File: src/design/aspc_regs.svh
// Register map, field positions, reset values and codes of the serial port.
`ifndef ASPC_REGS_SVH
`define ASPC_REGS_SVH
`define ASPC_FIFO_DEPTH 4
`define ASPC_A_MODE 8'h00
`define ASPC_A_STAT 8'h04
`define ASPC_A_TXDATA 8'h08
`define ASPC_A_RXDATA 8'h0c
`define ASPC_A_DIV 8'h10
`define ASPC_M_INFRARED_CODEC_ENABLE 12
`define ASPC_M_WAKE 7
`define ASPC_M_LOOP 6
`define ASPC_M_AUTO_BAUD_ENABLE 5
`define ASPC_M_RXINV 4
`define ASPC_M_HIGH_SPEED_BAUD_SELECT 3
`define ASPC_M_PD_HI 2
`define ASPC_M_PD_LO 1
`define ASPC_M_STOP_BIT_SELECT 0
`define ASPC_MODE_MASK 16'h10ff
`define ASPC_MODE_RST 16'h0000
`define ASPC_DIV_RST 16'h0000
`define ASPC_S_OVERRUN_ERROR_FLAG 1
`define ASPC_PD_8N 2'h0
`define ASPC_PD_8E 2'h1
`define ASPC_PD_8O 2'h2
`define ASPC_PD_9N 2'h3
`define ASPC_TXI_EACH 2'h0
`define ASPC_TXI_DONE 2'h1
`define ASPC_TXI_EMPTY 2'h2
`define ASPC_RXI_3 2'h2
`define ASPC_RXI_4 2'h3
`define ASPC_TPB_HI 4'h3
`define ASPC_TPB_LO 4'hf
`define ASPC_MID_HI 4'h1
`define ASPC_MID_LO 4'h7
`define ASPC_IR_PULSE 4'h3
`define ASPC_BRK_LEN 4'he
`endif

File: src/design/aspc_pkg.sv
// Types shared by the serial port design.
package aspc_pkg;
  typedef enum logic [2:0] {
    RX_IDLE = 3'b001,
    RX_START = 3'b010,
    RX_BITS = 3'b100
  } aspc_rx_state_t;
endpackage

File: src/design/aspc_top.sv
// Asynchronous serial port with APB register access.
// Behaviour
// - Receive polarity bit selects line idle level.
// - High speed: 4 ticks per bit, else 16.
// - Two bits pick data width and parity.
// - Stop select sends two stop bits.
// - Transmit event mode chooses event cause.
// - Transmit polarity, reversed when infrared is on.
// - Break sends start, twelve zeros, stop.
// - Transmit disable aborts, flushes, releases pin.
// - Full flag when no transmit slot free.
// - Done flag when shifter and queue empty.
// - Receive event mode sets fill threshold.
// - Address detect only in nine-bit mode.
// - Idle flag reads one while receiver idle.
// - Parity flag belongs to head character.
// - Framing flag belongs to head character.
// - Overrun set by hardware, clear flushes receiver.
// - Data available while receive queue nonempty.
// - Wake on start edge while asleep.
// - Loopback routes transmitter into receiver.
// - Infrared coding only at 16x rate.
// - Both queues hold four characters.
//
// Our own choices: the APB register port and the register addresses.
`include "aspc_regs.svh"
`timescale 1ns/100ps
`default_nettype none
module aspc_top #(
  parameter int FIFO_DEPTH = `ASPC_FIFO_DEPTH
) (
  input wire logic I_MCLK,
  input wire logic I_RST,
  input wire logic I_PSEL,
  input wire logic I_PENABLE,
  input wire logic I_PWRITE,
  input wire logic [7:0] I_PADDR,
  input wire logic [31:0] I_PWDATA,
  output logic O_PREADY,
  output logic [31:0] O_PRDATA,
  output logic O_PSLVERR,
  input wire logic I_RX,
  input wire logic I_SLEEP,
  output logic O_TX,
  output logic O_TX_OE,
  output logic O_TX_IRQ,
  output logic O_RX_IRQ,
  output logic O_WAKE_IRQ
);
  import aspc_pkg::*;
  localparam int PW = $clog2(FIFO_DEPTH);
  localparam int CW = PW + 1;
  localparam logic [CW-1:0] FULL = CW'(FIFO_DEPTH);

  // The receive thresholds of three and four need at least four slots.
  if (FIFO_DEPTH < 4 || (FIFO_DEPTH & (FIFO_DEPTH - 1)) != 0) begin : g_chk
    $error("FIFO_DEPTH must be a power of two of at least 4.");
  end

  function automatic logic has_par(input logic [1:0] pd);
    return pd == `ASPC_PD_8E || pd == `ASPC_PD_8O;
  endfunction

  function automatic logic [3:0] frame_bits(input logic [1:0] pd);
    return (pd == `ASPC_PD_9N || has_par(pd)) ? 4'd9 : 4'd8;
  endfunction

  logic [15:0] mode;
  logic [15:0] divisor;
  logic [1:0] tx_isel;
  logic tx_inv;
  logic brk;
  logic tx_en;
  logic [1:0] rx_isel;
  logic address_detect_enable;
  logic overrun_error_flag;
  logic setup;
  logic acc;
  logic wr;
  logic rd;

  logic [1:0] pd;
  logic hs;
  logic ir_on;
  logic [3:0] last_ph;
  assign pd = mode[`ASPC_M_PD_HI:`ASPC_M_PD_LO];
  assign hs = mode[`ASPC_M_HIGH_SPEED_BAUD_SELECT];
  assign ir_on = mode[`ASPC_M_INFRARED_CODEC_ENABLE] & ~hs;
  assign last_ph = hs ? `ASPC_TPB_HI : `ASPC_TPB_LO;

  assign setup = I_PSEL & ~I_PENABLE;
  assign acc = I_PSEL & I_PENABLE & O_PREADY;
  assign wr = acc & I_PWRITE;
  assign rd = acc & ~I_PWRITE;

  // Baud generator: one tick every divisor plus one clocks.
  logic [15:0] brg_cnt;
  logic tick;
  always_ff @(posedge I_MCLK or posedge I_RST) begin
    if (I_RST) begin
      brg_cnt <= 16'h0000;
      tick <= 1'b0;
    end else if (brg_cnt >= divisor) begin
      brg_cnt <= 16'h0000;
      tick <= 1'b1;
    end else begin
      brg_cnt <= brg_cnt + 16'h0001;
      tick <= 1'b0;
    end
  end

  // Transmit queue and shifter.
  logic [8:0] txq [FIFO_DEPTH];
  logic [PW-1:0] tx_rd;
  logic [PW-1:0] tx_wr;
  logic [CW-1:0] tx_cnt;
  logic [13:0] tx_sh;
  logic [3:0] tx_left;
  logic [3:0] tx_ph;
  logic tx_busy;
  logic tx_brk;
  logic tx_full;
  logic tx_push;
  logic tx_load;
  logic tx_pop;
  logic tx_end;
  logic tx_mark;
  logic [13:0] next_frame;
  logic [3:0] next_len;
  logic [8:0] tx_head;

  assign tx_full = tx_cnt == FULL;
  assign tx_push = wr && I_PADDR == `ASPC_A_TXDATA && tx_en && !tx_full;
  assign tx_load = tick & ~tx_busy & tx_en & (brk | tx_cnt != '0);
  assign tx_pop = tx_load & ~brk;
  assign tx_end = tick & tx_busy & tx_ph == last_ph & tx_left == 4'h1;
  assign tx_mark = tx_busy ? tx_sh[0] : 1'b1;
  assign tx_head = txq[tx_rd];

  always_comb begin
    if (brk) begin
      next_frame = 14'h2000;
      next_len = `ASPC_BRK_LEN;
    end else begin
      next_frame = {4'hf, 1'b1, tx_head[7:0], 1'b0};
      if (pd == `ASPC_PD_9N) begin
        next_frame[9] = tx_head[8];
      end else if (pd == `ASPC_PD_8E) begin
        next_frame[9] = ^tx_head[7:0];
      end else if (pd == `ASPC_PD_8O) begin
        next_frame[9] = ~^tx_head[7:0];
      end
      next_len = 4'h1 + frame_bits(pd) + (mode[`ASPC_M_STOP_BIT_SELECT] ? 4'h2 : 4'h1);
    end
  end

  always_ff @(posedge I_MCLK) begin
    if (tx_push) begin
      txq[tx_wr] <= I_PWDATA[8:0];
    end
  end

  always_ff @(posedge I_MCLK or posedge I_RST) begin
    if (I_RST) begin
      tx_rd <= '0;
      tx_wr <= '0;
      tx_cnt <= '0;
    end else if (!tx_en) begin
      tx_rd <= '0;
      tx_wr <= '0;
      tx_cnt <= '0;
    end else begin
      tx_wr <= tx_wr + PW'(tx_push);
      tx_rd <= tx_rd + PW'(tx_pop);
      tx_cnt <= tx_cnt + CW'(tx_push) - CW'(tx_pop);
    end
  end

  always_ff @(posedge I_MCLK or posedge I_RST) begin
    if (I_RST) begin
      tx_busy <= 1'b0;
      tx_brk <= 1'b0;
      tx_sh <= 14'h3fff;
      tx_left <= 4'h0;
      tx_ph <= 4'h0;
    end else if (!tx_en) begin
      tx_busy <= 1'b0;
      tx_brk <= 1'b0;
    end else if (tx_load) begin
      tx_busy <= 1'b1;
      tx_brk <= brk;
      tx_sh <= next_frame;
      tx_left <= next_len;
      tx_ph <= 4'h0;
    end else if (tick && tx_busy) begin
      tx_ph <= tx_ph + 4'h1;
      if (tx_ph == last_ph) begin
        tx_ph <= 4'h0;
        tx_sh <= {1'b1, tx_sh[13:1]};
        tx_left <= tx_left - 4'h1;
        tx_busy <= tx_left != 4'h1;
      end
    end
  end

  // Pin drive; in infrared mode a space is a short pulse off the idle level.
  always_ff @(posedge I_MCLK or posedge I_RST) begin
    if (I_RST) begin
      O_TX <= 1'b1;
      O_TX_OE <= 1'b0;
    end else begin
      O_TX_OE <= tx_en;
      if (ir_on) begin
        O_TX <= (!tx_mark && tx_ph < `ASPC_IR_PULSE) ? ~tx_inv : tx_inv;
      end else begin
        O_TX <= tx_mark ^ tx_inv;
      end
    end
  end

  always_ff @(posedge I_MCLK or posedge I_RST) begin
    if (I_RST) begin
      O_TX_IRQ <= 1'b0;
    end else begin
      unique case (tx_isel)
        `ASPC_TXI_EACH: O_TX_IRQ <= tx_pop;
        `ASPC_TXI_EMPTY: O_TX_IRQ <= tx_pop && tx_cnt == CW'(1);
        `ASPC_TXI_DONE: O_TX_IRQ <= tx_end && tx_cnt == '0;
        default: O_TX_IRQ <= 1'b0;
      endcase
    end
  end

  // Receive line selection and infrared pulse stretching.
  logic [3:0] ir_hold;
  logic ir_pulse;
  logic rx_src;
  logic rx_s;
  logic rx_p;
  assign ir_pulse = ~(I_RX ^ mode[`ASPC_M_RXINV]);
  always_comb begin
    if (mode[`ASPC_M_LOOP]) begin
      rx_src = tx_mark;
    end else if (ir_on) begin
      rx_src = ~ir_pulse & ir_hold == 4'h0;
    end else begin
      rx_src = I_RX ^ mode[`ASPC_M_RXINV];
    end
  end

  always_ff @(posedge I_MCLK or posedge I_RST) begin
    if (I_RST) begin
      ir_hold <= 4'h0;
      rx_s <= 1'b1;
      rx_p <= 1'b1;
    end else begin
      if (ir_pulse) begin
        ir_hold <= `ASPC_TPB_LO;
      end else if (tick && ir_hold != 4'h0) begin
        ir_hold <= ir_hold - 4'h1;
      end
      rx_s <= rx_src;
      rx_p <= rx_s;
    end
  end

  // Receiver state machine and queue.
  aspc_rx_state_t rx_st;
  logic [10:0] rx_sh;
  logic [3:0] rx_n;
  logic [3:0] rx_ph;
  logic rx_done;
  logic [10:0] rx_w;
  logic [10:0] rx_q [FIFO_DEPTH];
  logic [PW-1:0] rx_rd;
  logic [PW-1:0] rx_wr;
  logic [CW-1:0] rx_cnt;
  logic [10:0] rx_head;
  logic rx_parity_error_flag;
  logic rx_framing_error_flag;
  logic rx_keep;
  logic rx_push;
  logic rx_pop;
  logic rx_over;
  logic overrun_error_flag_clr;
  logic [CW-1:0] rx_new;

  assign rx_done = rx_st == RX_BITS && tick && rx_ph == last_ph
    && rx_n == 4'h1;
  // The last sample lands in the shifter at this very edge, so include it.
  assign rx_w = {rx_s, rx_sh[10:1]} >> (4'd10 - frame_bits(pd));
  assign rx_framing_error_flag = ~rx_w[frame_bits(pd)];
  assign rx_parity_error_flag = has_par(pd)
    && (rx_w[8] ^ ^rx_w[7:0] ^ (pd == `ASPC_PD_8O));
  assign rx_keep = !(pd == `ASPC_PD_9N && address_detect_enable && !rx_w[8]);
  assign rx_over = rx_done && rx_keep && rx_cnt == FULL && !rx_pop;
  assign rx_push = rx_done && rx_keep && !overrun_error_flag && !rx_over;
  assign rx_pop = rd && I_PADDR == `ASPC_A_RXDATA && rx_cnt != '0;
  assign overrun_error_flag_clr = wr && I_PADDR == `ASPC_A_STAT && overrun_error_flag
    && !I_PWDATA[`ASPC_S_OVERRUN_ERROR_FLAG] && !rx_over;
  assign rx_head = rx_cnt != '0 ? rx_q[rx_rd] : 11'h000;
  assign rx_new = rx_cnt - CW'(rx_pop) + CW'(1);

  always_ff @(posedge I_MCLK or posedge I_RST) begin
    if (I_RST) begin
      rx_st <= RX_IDLE;
      rx_sh <= 11'h000;
      rx_n <= 4'h0;
      rx_ph <= 4'h0;
    end else if (overrun_error_flag_clr) begin
      rx_st <= RX_IDLE;
      rx_sh <= 11'h000;
    end else begin
      unique case (rx_st)
        RX_IDLE: begin
          rx_ph <= 4'h0;
          if (!rx_s && !mode[`ASPC_M_AUTO_BAUD_ENABLE]) begin
            rx_st <= RX_START;
          end
        end
        RX_START: begin
          if (tick) begin
            rx_ph <= rx_ph + 4'h1;
            if (rx_ph == (hs ? `ASPC_MID_HI : `ASPC_MID_LO)) begin
              rx_ph <= 4'h0;
              rx_n <= frame_bits(pd) + 4'h1;
              rx_st <= rx_s ? RX_IDLE : RX_BITS;
            end
          end
        end
        RX_BITS: begin
          if (tick) begin
            rx_ph <= rx_ph + 4'h1;
            if (rx_ph == last_ph) begin
              rx_ph <= 4'h0;
              rx_sh <= {rx_s, rx_sh[10:1]};
              rx_n <= rx_n - 4'h1;
              if (rx_n == 4'h1) begin
                rx_st <= RX_IDLE;
              end
            end
          end
        end
      endcase
    end
  end

  always_ff @(posedge I_MCLK) begin
    if (rx_push) begin
      rx_q[rx_wr] <= {rx_parity_error_flag, rx_framing_error_flag,
        pd == `ASPC_PD_9N ? rx_w[8] : 1'b0, rx_w[7:0]};
    end
  end

  always_ff @(posedge I_MCLK or posedge I_RST) begin
    if (I_RST) begin
      rx_rd <= '0;
      rx_wr <= '0;
      rx_cnt <= '0;
    end else if (overrun_error_flag_clr) begin
      rx_rd <= '0;
      rx_wr <= '0;
      rx_cnt <= '0;
    end else begin
      rx_wr <= rx_wr + PW'(rx_push);
      rx_rd <= rx_rd + PW'(rx_pop);
      rx_cnt <= rx_cnt + CW'(rx_push) - CW'(rx_pop);
    end
  end

  always_ff @(posedge I_MCLK or posedge I_RST) begin
    if (I_RST) begin
      O_RX_IRQ <= 1'b0;
    end else if (rx_isel == `ASPC_RXI_4) begin
      O_RX_IRQ <= rx_push && rx_new == CW'(4);
    end else if (rx_isel == `ASPC_RXI_3) begin
      O_RX_IRQ <= rx_push && rx_new == CW'(3);
    end else begin
      O_RX_IRQ <= rx_push;
    end
  end

  // Auto-baud: time the start bit of the sync character in clocks.
  logic ab_run;
  logic [19:0] ab_cnt;
  logic ab_done;
  logic [19:0] ab_div;
  assign ab_done = ab_run & rx_s;
  assign ab_div = (hs ? ab_cnt >> 2 : ab_cnt >> 4);
  always_ff @(posedge I_MCLK or posedge I_RST) begin
    if (I_RST) begin
      ab_run <= 1'b0;
      ab_cnt <= 20'h00000;
    end else if (!mode[`ASPC_M_AUTO_BAUD_ENABLE]) begin
      ab_run <= 1'b0;
    end else if (!ab_run && !rx_s && rx_p) begin
      ab_run <= 1'b1;
      ab_cnt <= 20'h00001;
    end else if (ab_run) begin
      ab_cnt <= ab_cnt + 20'h00001;
      ab_run <= !rx_s;
    end
  end

  // Wake: edge seen while asleep raises the event, next rise clears enable.
  logic wake_arm;
  logic wake_fall;
  logic wake_rise;
  assign wake_fall = I_SLEEP & mode[`ASPC_M_WAKE] & !wake_arm & !rx_s & rx_p;
  assign wake_rise = wake_arm & rx_s & !rx_p;
  always_ff @(posedge I_MCLK or posedge I_RST) begin
    if (I_RST) begin
      wake_arm <= 1'b0;
      O_WAKE_IRQ <= 1'b0;
    end else begin
      O_WAKE_IRQ <= wake_fall;
      if (wake_fall) begin
        wake_arm <= 1'b1;
      end else if (wake_rise) begin
        wake_arm <= 1'b0;
      end
    end
  end

  // Software registers; hardware clears lose to a software write.
  always_ff @(posedge I_MCLK or posedge I_RST) begin
    if (I_RST) begin
      mode <= `ASPC_MODE_RST;
      divisor <= `ASPC_DIV_RST;
    end else if (wr && I_PADDR == `ASPC_A_MODE) begin
      mode <= I_PWDATA[15:0] & `ASPC_MODE_MASK;
    end else begin
      if (wr && I_PADDR == `ASPC_A_DIV) begin
        divisor <= I_PWDATA[15:0];
      end
      if (ab_done) begin
        divisor <= ab_div == '0 ? 16'h0000 : 16'(ab_div - 20'h00001);
        mode[`ASPC_M_AUTO_BAUD_ENABLE] <= 1'b0;
      end
      if (wake_rise) begin
        mode[`ASPC_M_WAKE] <= 1'b0;
      end
    end
  end

  always_ff @(posedge I_MCLK or posedge I_RST) begin
    if (I_RST) begin
      tx_isel <= 2'h0;
      tx_inv <= 1'b0;
      brk <= 1'b0;
      tx_en <= 1'b0;
      rx_isel <= 2'h0;
      address_detect_enable <= 1'b0;
    end else if (wr && I_PADDR == `ASPC_A_STAT) begin
      tx_isel <= {I_PWDATA[15], I_PWDATA[13]};
      tx_inv <= I_PWDATA[14];
      brk <= I_PWDATA[11];
      tx_en <= I_PWDATA[10];
      rx_isel <= I_PWDATA[7:6];
      address_detect_enable <= I_PWDATA[5];
    end else if (tx_end && tx_brk) begin
      brk <= 1'b0;
    end
  end

  // Overrun: the set wins over a clear in the same cycle.
  always_ff @(posedge I_MCLK or posedge I_RST) begin
    if (I_RST) begin
      overrun_error_flag <= 1'b0;
    end else if (rx_over) begin
      overrun_error_flag <= 1'b1;
    end else if (overrun_error_flag_clr) begin
      overrun_error_flag <= 1'b0;
    end
  end

  // APB answer is prepared in the setup cycle, so every access has no wait.
  logic [31:0] next_rdata;
  logic next_err;
  always_comb begin
    next_err = 1'b0;
    next_rdata = 32'h00000000;
    unique case (I_PADDR)
      `ASPC_A_MODE: next_rdata = {16'h0000, mode};
      `ASPC_A_STAT: next_rdata = {16'h0000, tx_isel[1], tx_inv, tx_isel[0],
        1'b0, brk, tx_en, tx_full, !tx_busy && tx_cnt == '0,
        rx_isel, address_detect_enable, rx_st == RX_IDLE,
        rx_head[10], rx_head[9], overrun_error_flag, rx_cnt != '0};
      `ASPC_A_RXDATA: next_rdata = {23'h000000, rx_head[8:0]};
      `ASPC_A_TXDATA, `ASPC_A_DIV: next_rdata = {16'h0000,
        I_PADDR == `ASPC_A_DIV ? divisor : 16'h0000};
      default: next_err = 1'b1;
    endcase
  end

  always_ff @(posedge I_MCLK or posedge I_RST) begin
    if (I_RST) begin
      O_PREADY <= 1'b0;
      O_PRDATA <= 32'h00000000;
      O_PSLVERR <= 1'b0;
    end else begin
      O_PREADY <= setup;
      O_PRDATA <= setup && !I_PWRITE ? next_rdata : 32'h00000000;
      O_PSLVERR <= setup && next_err;
    end
  end
endmodule // aspc_top
`default_nettype wire

File: config.mk
export PLATFORM = sky130hd
export DESIGN_NAME = aspc_top
export DESIGN_NICKNAME = d
export VERILOG_FILES = /design/src/design/aspc_pkg.sv /design/src/design/aspc_top.sv
export VERILOG_INCLUDE_DIRS = /design/src /design/src/design
export SDC_FILE = /design/constraint.sdc
export NUM_CORES = 1
export LEC_CHECK = 0
export BUFFER_PORTS_ARGS = -buffer_cell sky130_fd_sc_hd__buf_2
export CAP_MARGIN = 15
export CORE_AREA = 2 2 189 191
export CTS_CLUSTER_SIZE = 16
export DETAILED_ROUTE_END_ITERATION = 6
export DIE_AREA = 0 0 191 193
export PLACE_DENSITY_LB_ADDON = 0.08
export SLEW_MARGIN = 20
export SYNTH_ARGS = -nofsm -noshare
export SYNTH_HDL_FRONTEND = slang
export SYNTH_SLANG_ARGS = --single-unit
File: constraint.sdc
create_clock -name I_MCLK -period 6 [get_ports I_MCLK]
set_input_delay 0.9 -clock I_MCLK [delete_from_list [all_inputs] [get_ports I_MCLK]]
set_output_delay 0.9 -clock I_MCLK [all_outputs]
set_load 0.01 [all_outputs]
Word-level counts from Yosys, hierarchy flattened
Memory sizes are Yosys's and may differ from the RTL's. Index checks and enable logic that the tools add are counted.

Flip-flop bits (word level): 178. Bits in latches: 0. Bits in writable memories: 80. Bits in read-only memories: 0. Bits of input ports: 47. Output and inout port bits: 39. Memories: 2.

Add/subtract/negate cells: 21. Multiply operators: 0. Div/mod/pow operators: 0. $lt $le $gt $ge: 3. Eq/ne operators: 39. Shift-type cells: 1. Muxes and demuxes: 95. Bitwise logic cells: 35. Reduce and logical (&&, ||, !) cells: 88.

Memories: rx_q (depth 4, bits a word 11, rd ports 1, clocked after Yosys merged registers in 0, write ports 1, line aspc_top.sv:274) `logic [10:0] rx_q [FIFO_DEPTH];`; txq (depth 4, bits a word 9, rd ports 1, clocked after Yosys merged registers in 0, write ports 1, line aspc_top.sv:113) `logic [8:0] txq [FIFO_DEPTH];`.

Operators by type and width (count): $mux W16 (5); $mux W4 (18); $pmux W16 S4 (1); $mux W11 (5); $mux W14 (3); $mux W20 (2); $mux W1 (37); $logic_and A1 B1 Y1 (36); $mux W3 (11); $mux W32 (1); $reduce_bool A2 Y1 (13); $and A1 B1 Y1 (21); $add A20 B1 Y20 const B (1); $logic_not A20 Y1 (1); $mux W18 (1); $add A16 B1 Y16 const B (1); $eq A8 B4 Y1 const B (2); $ge A16 B16 Y1 (1); $reduce_xor A8 Y1 (2); $sub A16 B1 Y16 const B (1); $logic_not A1 Y1 (15); $mux W13 (1); $add A4 B1 Y4 const B (3); $eq A3 B3 Y1 const B (4); 47 further kinds (96).

Depth between registers and ports, before layout
Gate-level depths: netlist of run 1.

Depth in word-level cells: 17. Mapped depth: 14.

Least setup slack after synthesis of run 1
OpenSTA, ideal clock, no wires.

Path type: register to register. Start: register mode[3]. End: register divisor[14]. Setup time: 0.074 ns. Arrival time: 3.510 ns. Setup slack: 2.417 ns. Cell stages (with the launch flop): 12. Path buffers: 4. Cells stage by stage: dfrtp_1 > buf_2 > clkbuf_1 > buf_1 > buf_1 > mux2i_1 > ha_1 > o21ai_0 > or3_4 > or4b_1 > a41o_1 > o21ai_2.

Cells in the longest elaborated chain, start to end: 4. Elaborated cells on any way between the ends: 5. Classes of those cells: add/sub: 1; mux: 3; reduce/logical: 1.

Ends and longest elaborated chain: start, declared (line aspc_top.sv:68) `logic [15:0] mode;`; start signal, assigned (line aspc_top.sv:428) `` mode <= `ASPC_MODE_RST; ``; start signal, assigned (line aspc_top.sv:431) `` mode <= I_PWDATA[15:0] & `ASPC_MODE_MASK; ``; $mux W18 * (line aspc_top.sv:389) `assign ab_div = (hs ? ab_cnt >> 2 : ab_cnt >> 4);`; $sub A16 B1 Y16 or $logic_not A20 Y1 (tied branches) (line aspc_top.sv:437) `divisor <= ab_div == '0 ? 16'h0000 : 16'(ab_div - 20'h00001);`; $mux W16 * (line aspc_top.sv:437); $mux W16 * (line aspc_top.sv:436) `if (ab_done) begin`; end signal, assigned (line aspc_top.sv:429) `` divisor <= `ASPC_DIV_RST; ``; end signal, assigned (line aspc_top.sv:434) `divisor <= I_PWDATA[15:0];`; end signal, assigned (line aspc_top.sv:437); end, declared (line aspc_top.sv:69) `logic [15:0] divisor;`.

Mark *: on every way between the ends. The rest lies on a longest branch, timed or not. A chain may end at the register's enable or synchronous reset.

Worst setup path after layout of run 1
Start: register mode[1]. End: register rx_cnt[2].

Cells in the longest elaborated chain, start to end: 17. Elaborated cells on any way between the ends: 22. Classes of those cells: add/sub: 3; eq/ne: 3; shift: 1; mux: 2; reduce/logical: 13.

Ends and longest elaborated chain: $eq A2 B1 Y1 (no source line) or $eq A2 B2 Y1 (tied branches); $logic_or A1 B1 Y1 (no source line); $logic_or A1 B1 Y1 (line aspc_top.sv:65) `` return (pd == `ASPC_PD_9N || has_par(pd)) ? 4'd9 : 4'd8; ``; $mux W1 (line aspc_top.sv:65); $sub A4 B4 Y4 (line aspc_top.sv:291) `assign rx_w = {rx_s, rx_sh[10:1]} >> (4'd10 - frame_bits(pd));`; $shr A11 B4 Y11 (line aspc_top.sv:291); $logic_not A1 Y1 (line aspc_top.sv:295) `` assign rx_keep = !(pd == `ASPC_PD_9N && address_detect_enable && !rx_w[8]); ``; $logic_and A1 B1 Y1 * (line aspc_top.sv:295); $logic_not A1 Y1 * (line aspc_top.sv:295); $logic_and A1 B1 Y1 * (line aspc_top.sv:296, aspc_top.sv:297); $logic_and A1 B1 Y1 (2 in series) (line aspc_top.sv:296) `assign rx_over = rx_done && rx_keep && rx_cnt == FULL && !rx_pop;`; $logic_not A1 Y1 (line aspc_top.sv:297, aspc_top.sv:300); $logic_and A1 B1 Y1 (line aspc_top.sv:297) `assign rx_push = rx_done && rx_keep && !overrun_error_flag && !rx_over;`; $add A3 B1 Y3 (line aspc_top.sv:367) `rx_cnt <= rx_cnt + CW'(rx_push) - CW'(rx_pop);`; $sub A3 B1 Y3 (line aspc_top.sv:367); $mux W3 * (line aspc_top.sv:360) `end else if (overrun_error_flag_clr) begin`; end signal, assigned (line aspc_top.sv:367); end, declared (line aspc_top.sv:277) `logic [CW-1:0] rx_cnt;`.

Marks and branches as above.

==> results.cfg, run 1 <==
[setup_path]
cpPeakStageDelay_ns = 0.51
crit_chain = inv_1, ha_1, mux2i_1, a311o_1, or3_1, ha_1, inv_1, ha_1, inv_1, fa_1, xor2_1, xnor2_1, nor2_1
crit_fanout = 12
critPathLaunchType = register
r2r-start = mode[1]$_DFFE_PP0P_
crit_path_end_kind = register
worst_path_max_delay_cell = ha_1
arrival_ns = 4.16
crit_required_ns = 6.40
cp-startpoint = mode[1]$_DFFE_PP0P_
path_class = register to register
worst-path-buf-inv = 3
path_delay_family = adder cells

[yosys]
ys_ff_latch = 239
synthFlopType = dfrtp_1
synth_edf_count = 80
synth_top_family_by_area = simple AND/OR/NAND/NOR gates
synth-compound-area-share_pct = 10.88
muxShareOfSynthArea_pct = 7.868
ys_warn_count = 0
synth-xor-area-share_pct = 5.307
yosysSeqAreaShare_pct = 53.04
syn-cell-area_sq_mm = 0.01207
synth_cell_types = 81
avgSynthCellArea_sq_um = 11.21
synth_cells = 1077
synthAdderAreaFrac_pct = 4.582
async_flop_share_pct = 66.53
yosys.area_share.simple_pct = 13.67

[clock_network]
clockBufferDepth = 3
post-cts-setup-buffers = 0
cts_hold_buffers = 0
clock-sinks = 239
cts_buffers = 29
cts_tree = built
clock-root-buffer = clkbuf_16
htreeDepth = 1
clkLatencyLatePin_ns = 0.56
ctsResizeCount = 0
clkTransAtPathRegs_ns = 0.06

[sta]
fin_crit_ns = 3.756
final-max-slew-violation-count = 0
setup_violations = 0
whs_ns = 0.4727
max_freq_mhz = 266.3
slew_headroom_pct = 30.16
fin_crit_sh_pct = 62.60
final_hold_viol_count = 0
tightestPinTransition_ns = 1.044
finalSetupTns_ns = 0
fin_skew_ns = 0.01403
rsz0062_at_grt = false

[final_layout]
layout-drive-gt1-share_pct = 16.61
area_growth_pct = 13.65
final_nets = 1211
fillers = 3417

[floorplanning]
rows = 69
fp.dieW_um = 191
initial_core_util_pct = 34.52
ioPinCount = 86
die_h_um = 193
dieArea_sq_mm = 0.03686
fp.coreArea_sq_mm = 0.03496

[grt]
antenna_found_initial = 0
grt_usage_pct = 17.29
grt_max_degree = 84
grt_pass1_vias = 8149
overflow = 0
grt_pass1_wl_um = 48960

[run_status]
run_status = complete, no violations

[detailed_routing]
drt_iter0_markers = 447
route.detailed.drc = 0
routed_via_density = 5.121
via_count = 8224
first_pass_iters = 5
wl_um = 31260
wl_per_cell_um = 19.46
ant_nets = 0

[placement]
gp_congestion = 0.7654
dp_hpwl_um = 22140
io_buffers = 53

[pwr]
vdd_ir_drop_max_mv = 0.2076
p_leak_nw = 5.566
power_density_mw_per_mm2 = 302.7

[min_path]
min_path_type = register to register
min_from = mode[6]$_DFFE_PP0P_

[flow_run]
cap_violations = 0
[registers in the layout, indices dropped and copies added, names as in the netlist, 9 cells and up]
register  flops
brg_cnt      16
divisor      16
O_PRDATA     16
tx_sh        13
rx_sh         9
rx_q         44
txq          36
ab_cnt       20
mode          9
[where the power goes]
part	switching (mW)	internal, mW
Clock	0.696	1.05
Sequential	0.117	1.80
Combinational	0.295	0.193
[worst reg2reg max path, delay by kind of cell (launching register included)]
kind | cells | cell delay, ns
xor+xnor | 2 | 0.32
fa+ha+maj | 4 | 1.33
flops | 1 | 0.45
buf+inv | 3 | 0.26
compound gates | 1 | 0.49
mux | 1 | 0.26
simple gates | 2 | 0.50
[layout make-up]
class,count,area (sq um),area share [%]
Tap cell,461,576.8,4.205
Clock buffer,47,813.3,5.928
Inverter,52,200.2,1.459
Multi-Input combinational cell,727,5192,37.85
Sequential cell,239,6402,46.67
Clock inverter,7,122.6,0.8938
Antenna cell,1,2.502,0.01824
Timing Repair Buffer,72,407.9,2.973
[synthesized netlist by cell type (17+ instances only)]
cell        n  area [sq um]
clkbuf_1   40         150.1
xnor2_1    46         402.9
ha_1       41         513.0
buf_4      17         127.6
nand3_1    19         95.09
nor2_1     87         326.6
xor2_1     22         192.7
inv_1      52         195.2
mux4_2     20         450.4
edfxtp_1   80          2402
dfrtp_1   142          3553
mux2i_1    24         240.2
dfstp_2    17         446.7
a211oi_1   17         127.6
mux2_2     23         259.0
nand2_1    85         319.1
o21ai_0    49         245.2
nor3_1     25         125.1
a21oi_1    64         320.3
[per-stage QoR]
stage / instances / power (mW) / setup slack, ns / utilization [%] / area, sq um
detailed placement: 1551 / 2.437 / 1.689 / 36.55 / 12780
global route: 1605 / 4.373 / 1.986 / 39.23 / 13720
finish: 1606 / 4.152 / 2.244 / 39.23 / 13720
global placement: 1551 / 2.430 / 1.794 / 36.55 / 12780
CTS: 1605 / 4.215 / 2.239 / 39.22 / 13710
floorplan: 1092 / 2.287 / 0.8366 / - / 12130
[path summary, 6_finish.rpt]
check	slack (ns)	cells past startpoint	to
hold / removal	0.47	1	rx_s$_DFF_PP1_
setup / recovery	2.24	13	rx_cnt[2]$_DFF_PP0_
max in group asynchronous	4.36	3	wake_arm$_DFFE_PP0P_
setup reg to reg	2.24	13	rx_cnt[2]$_DFF_PP0_
hold reg to reg	0.47	1	rx_s$_DFF_PP1_
min in group asynchronous	0.51	2	tx_ph[1]$_DFFE_PP0P_
[layout by cell type (no fill, tap or decap), drive strengths merged, types with 9 or more instances in the layout]
| cell type | Yosys | final |
|---|---|---|
| dfrtp | 142 | 142 |
| nor2 | 87 | 87 |
| nand2 | 85 | 85 |
| edfxtp | 80 | 80 |
| buf | 34 | 72 |
| a21oi | 64 | 64 |
| inv | 52 | 53 |
| o21ai | 52 | 52 |
| clkbuf | 40 | 47 |
| xnor2 | 46 | 46 |
| ha | 41 | 41 |
| nor3 | 26 | 26 |
| mux2i | 24 | 24 |
| mux2 | 23 | 23 |
| xor2 | 22 | 22 |
| mux4 | 20 | 20 |
| nand3 | 19 | 19 |
| dfstp | 17 | 17 |
| a211oi | 17 | 17 |
| conb | 1 | 16 |
| nand4 | 14 | 14 |
| and2 | 13 | 13 |
| nor3b | 13 | 13 |
| and3 | 11 | 11 |
| a221oi | 11 | 11 |
| or3 | 11 | 11 |
| nor4 | 11 | 11 |
| a222oi | 9 | 9 |
[per-layer routing]
metal | global-route usage (%) | routed length, um | vias up
li1 | - | - | 3952
met1 | 24.59 | 14850 | 4096
met2 | 27.55 | 14420 | 135
met3 | 2.643 | 1318 | 41
met4 | 4.651 | 667 | 0
met5 | 0 | 0 | -
[kinds of logic (layout without fill, tap and decap cells)]
logic type,count (synthesis),in the layout
adder cells (fa/ha/maj),43,43
other,1,17
XOR/XNOR,70,70
AND/OR/NAND/NOR,327,327
buffers and inverters,126,178
multiplexers,67,67
AO/OA/AOI/OAI,204,204
flip-flops,239,239
(Power assumes the default switching activity.)
==> run 2, diff against run 1 <==
clock period = 3.2 ns   (was 6 ns; I/O delays follow)
==> results.cfg, run 2 (synthesis gave the netlist of run 1 again) <==
[run_status]
run_status = complete, no violations

[clock_network]
post-cts-setup-buffers = 0
clockBufferDepth = 3
htreeDepth = 1
clock-root-buffer = clkbuf_16
cts_tree = built
clkTransAtPathRegs_ns = 0.06
clkLatencyLatePin_ns = 0.55
clock-sinks = 239
cts_buffers = 29

[pwr]
clkPwrFrac_pct = 42.8
vdd_ir_drop_max_mv = 0.4125
power_frac_seq_pct = 44.7
power_density_mw_per_mm2 = 565.1
p_sw_mw = 2.120
p_int_mw = 5.863
swShare_pct = 26.55
power_mw = 7.983
p_comb_share_pct = 12.5
p_leak_nw = 5.818

[grt]
grt_pass1_wl_um = 49720
grt_usage_pct = 17.62
antenna_found_initial = 0
overflow = 0
grt_max_degree = 81
grt_pass1_vias = 8338

[detailed_routing]
ant_nets = 0
routed_via_density = 5.032
wl_um = 31900
wl_per_cell_um = 19.41
drt_iter0_markers = 489
route.detailed.drc = 0
first_pass_iters = 5
via_count = 8267

[sta]
setup_violations = 0
final_hold_viol_count = 0
max_freq_mhz = 333.0
rsz0062_at_grt = true
slew_headroom_pct = 40.93
tightestPinTransition_ns = 0.8801
fin_crit_sh_pct = 93.86
fin_crit_ns = 3.003
fin_skew_ns = 0.006863
final-max-slew-violation-count = 0

[floorplanning]
dieArea_sq_mm = 0.03686
rows = 69
fp.dieW_um = 191
fp.coreArea_sq_mm = 0.03496
die_h_um = 193
initial_core_util_pct = 34.52
ioPinCount = 86

[final_layout]
final_nets = 1249
top_regs = rx_q (44), txq (36), ab_cnt (20)
largest_reg_flops = 44
layout-drive-gt1-share_pct = 20.32
multi_input_area_sq_mm = 0.005189
final-instance-count-excl-fill = 1643
fillers = 3480
final_common_cell = dfrtp_1
area_growth_pct = 17.03
seqCellArea_sq_mm = 0.006402
design_area_sq_mm = 0.01413
most-common-layout-cells = 142 x dfrtp_1, 86 x nor2_1, 85 x nand2_1
top_register = rx_q

[placement]
dp_hpwl_um = 22820
io_buffers = 53
place_area_sq_mm = 0.01311
gp_congestion = 0.7810
placedCellCount = 1588

[min_path]
min_from = I_PWDATA[13]
min_path_type = primary input to register

[setup_path]
path_class = register to register
crit_path_end_kind = register
critPathLaunchType = register
worst_path_max_delay_cell = a311o_1
crit_chain = buf_4, and3b_1, o2111ai_1, a311o_1, or3_1, ha_1, inv_1, ha_1, inv_1, fa_1, xor2_1, xnor2_1, nor2_1
arrival_ns = 3.42
crit_required_ns = 3.62
crit_fanout = 6
path_delay_family = adder cells
r2r-start = rx_ph[2]$_DFFE_PP0P_
worst-path-buf-inv = 3
cpPeakStageDelay_ns = 0.39
cp-startpoint = rx_ph[2]$_DFFE_PP0P_

[flow_run]
cap_violations = 0
-- run 2: path summary, 6_finish.rpt --
kind / to / slack, ns / cells after the start
worst max-delay path: rx_cnt[2]$_DFF_PP0_ / 0.20 / 13
worst min-delay path: tx_isel[0]$_DFFE_PP0N_ / 0.17 / 3
worst max register to register: rx_cnt[2]$_DFF_PP0_ / 0.20 / 13
worst min register to register: rx_s$_DFF_PP1_ / 0.46 / 1
max in group asynchronous: O_TX$_DFF_PP1_ / 1.95 / 4
min in group asynchronous: rx_wr[0]$_DFF_PP0_ / 0.48 / 3
-- run 2: final cells by class --
cell class / count / share of cell area (%)
Antenna cell: 1 / 0.01771
Clock buffer: 38 / 5.952
Clock inverter: 15 / 1.116
Inverter: 52 / 1.408
Multi-Input combinational cell: 727 / 36.73
Sequential cell: 239 / 45.32
Tap cell: 461 / 4.083
Timing Repair Buffer: 110 / 5.368
-- run 2: what timing repair did --
| action | CTS | global route |
|---|---|---|
| hold buffers | 1 | 0 |
| gates resized for setup | 0 | 2 |
| endpoints found under the hold margin | 11 | 0 |
| endpoints found under the setup margin | 0 | 6 |
-- run 2: per-stage QoR --
step | hold WS, ns | setup TNS [ns] | setup slack, ns | util (%)
floorplan | 0.3666 | 0 | 0.08912 | -
detailed placement | 0.4563 | -0.03569 | -0.03569 | 37.49
CTS | 0.1428 | 0 | 0.07812 | 40.37
global placement | 0.4578 | 0 | 0.08421 | 37.49
global route | 0.1708 | -0.03199 | -0.03199 | 40.39
finish | 0.1688 | 0 | 0.1966 | 40.40
-- run 2: power groups by stage --
stage / Combinational (mW) / Clock, mW / Sequential [mW]
after floorplan: 0.727 / 0 / 3.56
after global placement: 1.00 / 0 / 3.62
after detailed placement: 1.01 / 0 / 3.62
after CTS: 1.01 / 3.51 / 3.57
after global routing: 1.16 / 3.61 / 3.60
final: 1.00 / 3.41 / 3.57
-- run 2: layer usage --
layer	GRT usage [%]	wire [um]
met1	24.85	15390
met2	29.24	14910
met3	1.882	897
met4	4.114	704
met5	0	0
-- run 2: worst min-delay path: stages --
cell,delay (ns)
buf_2,0.09
nand2_1,0.05
o21ai_0,0.06
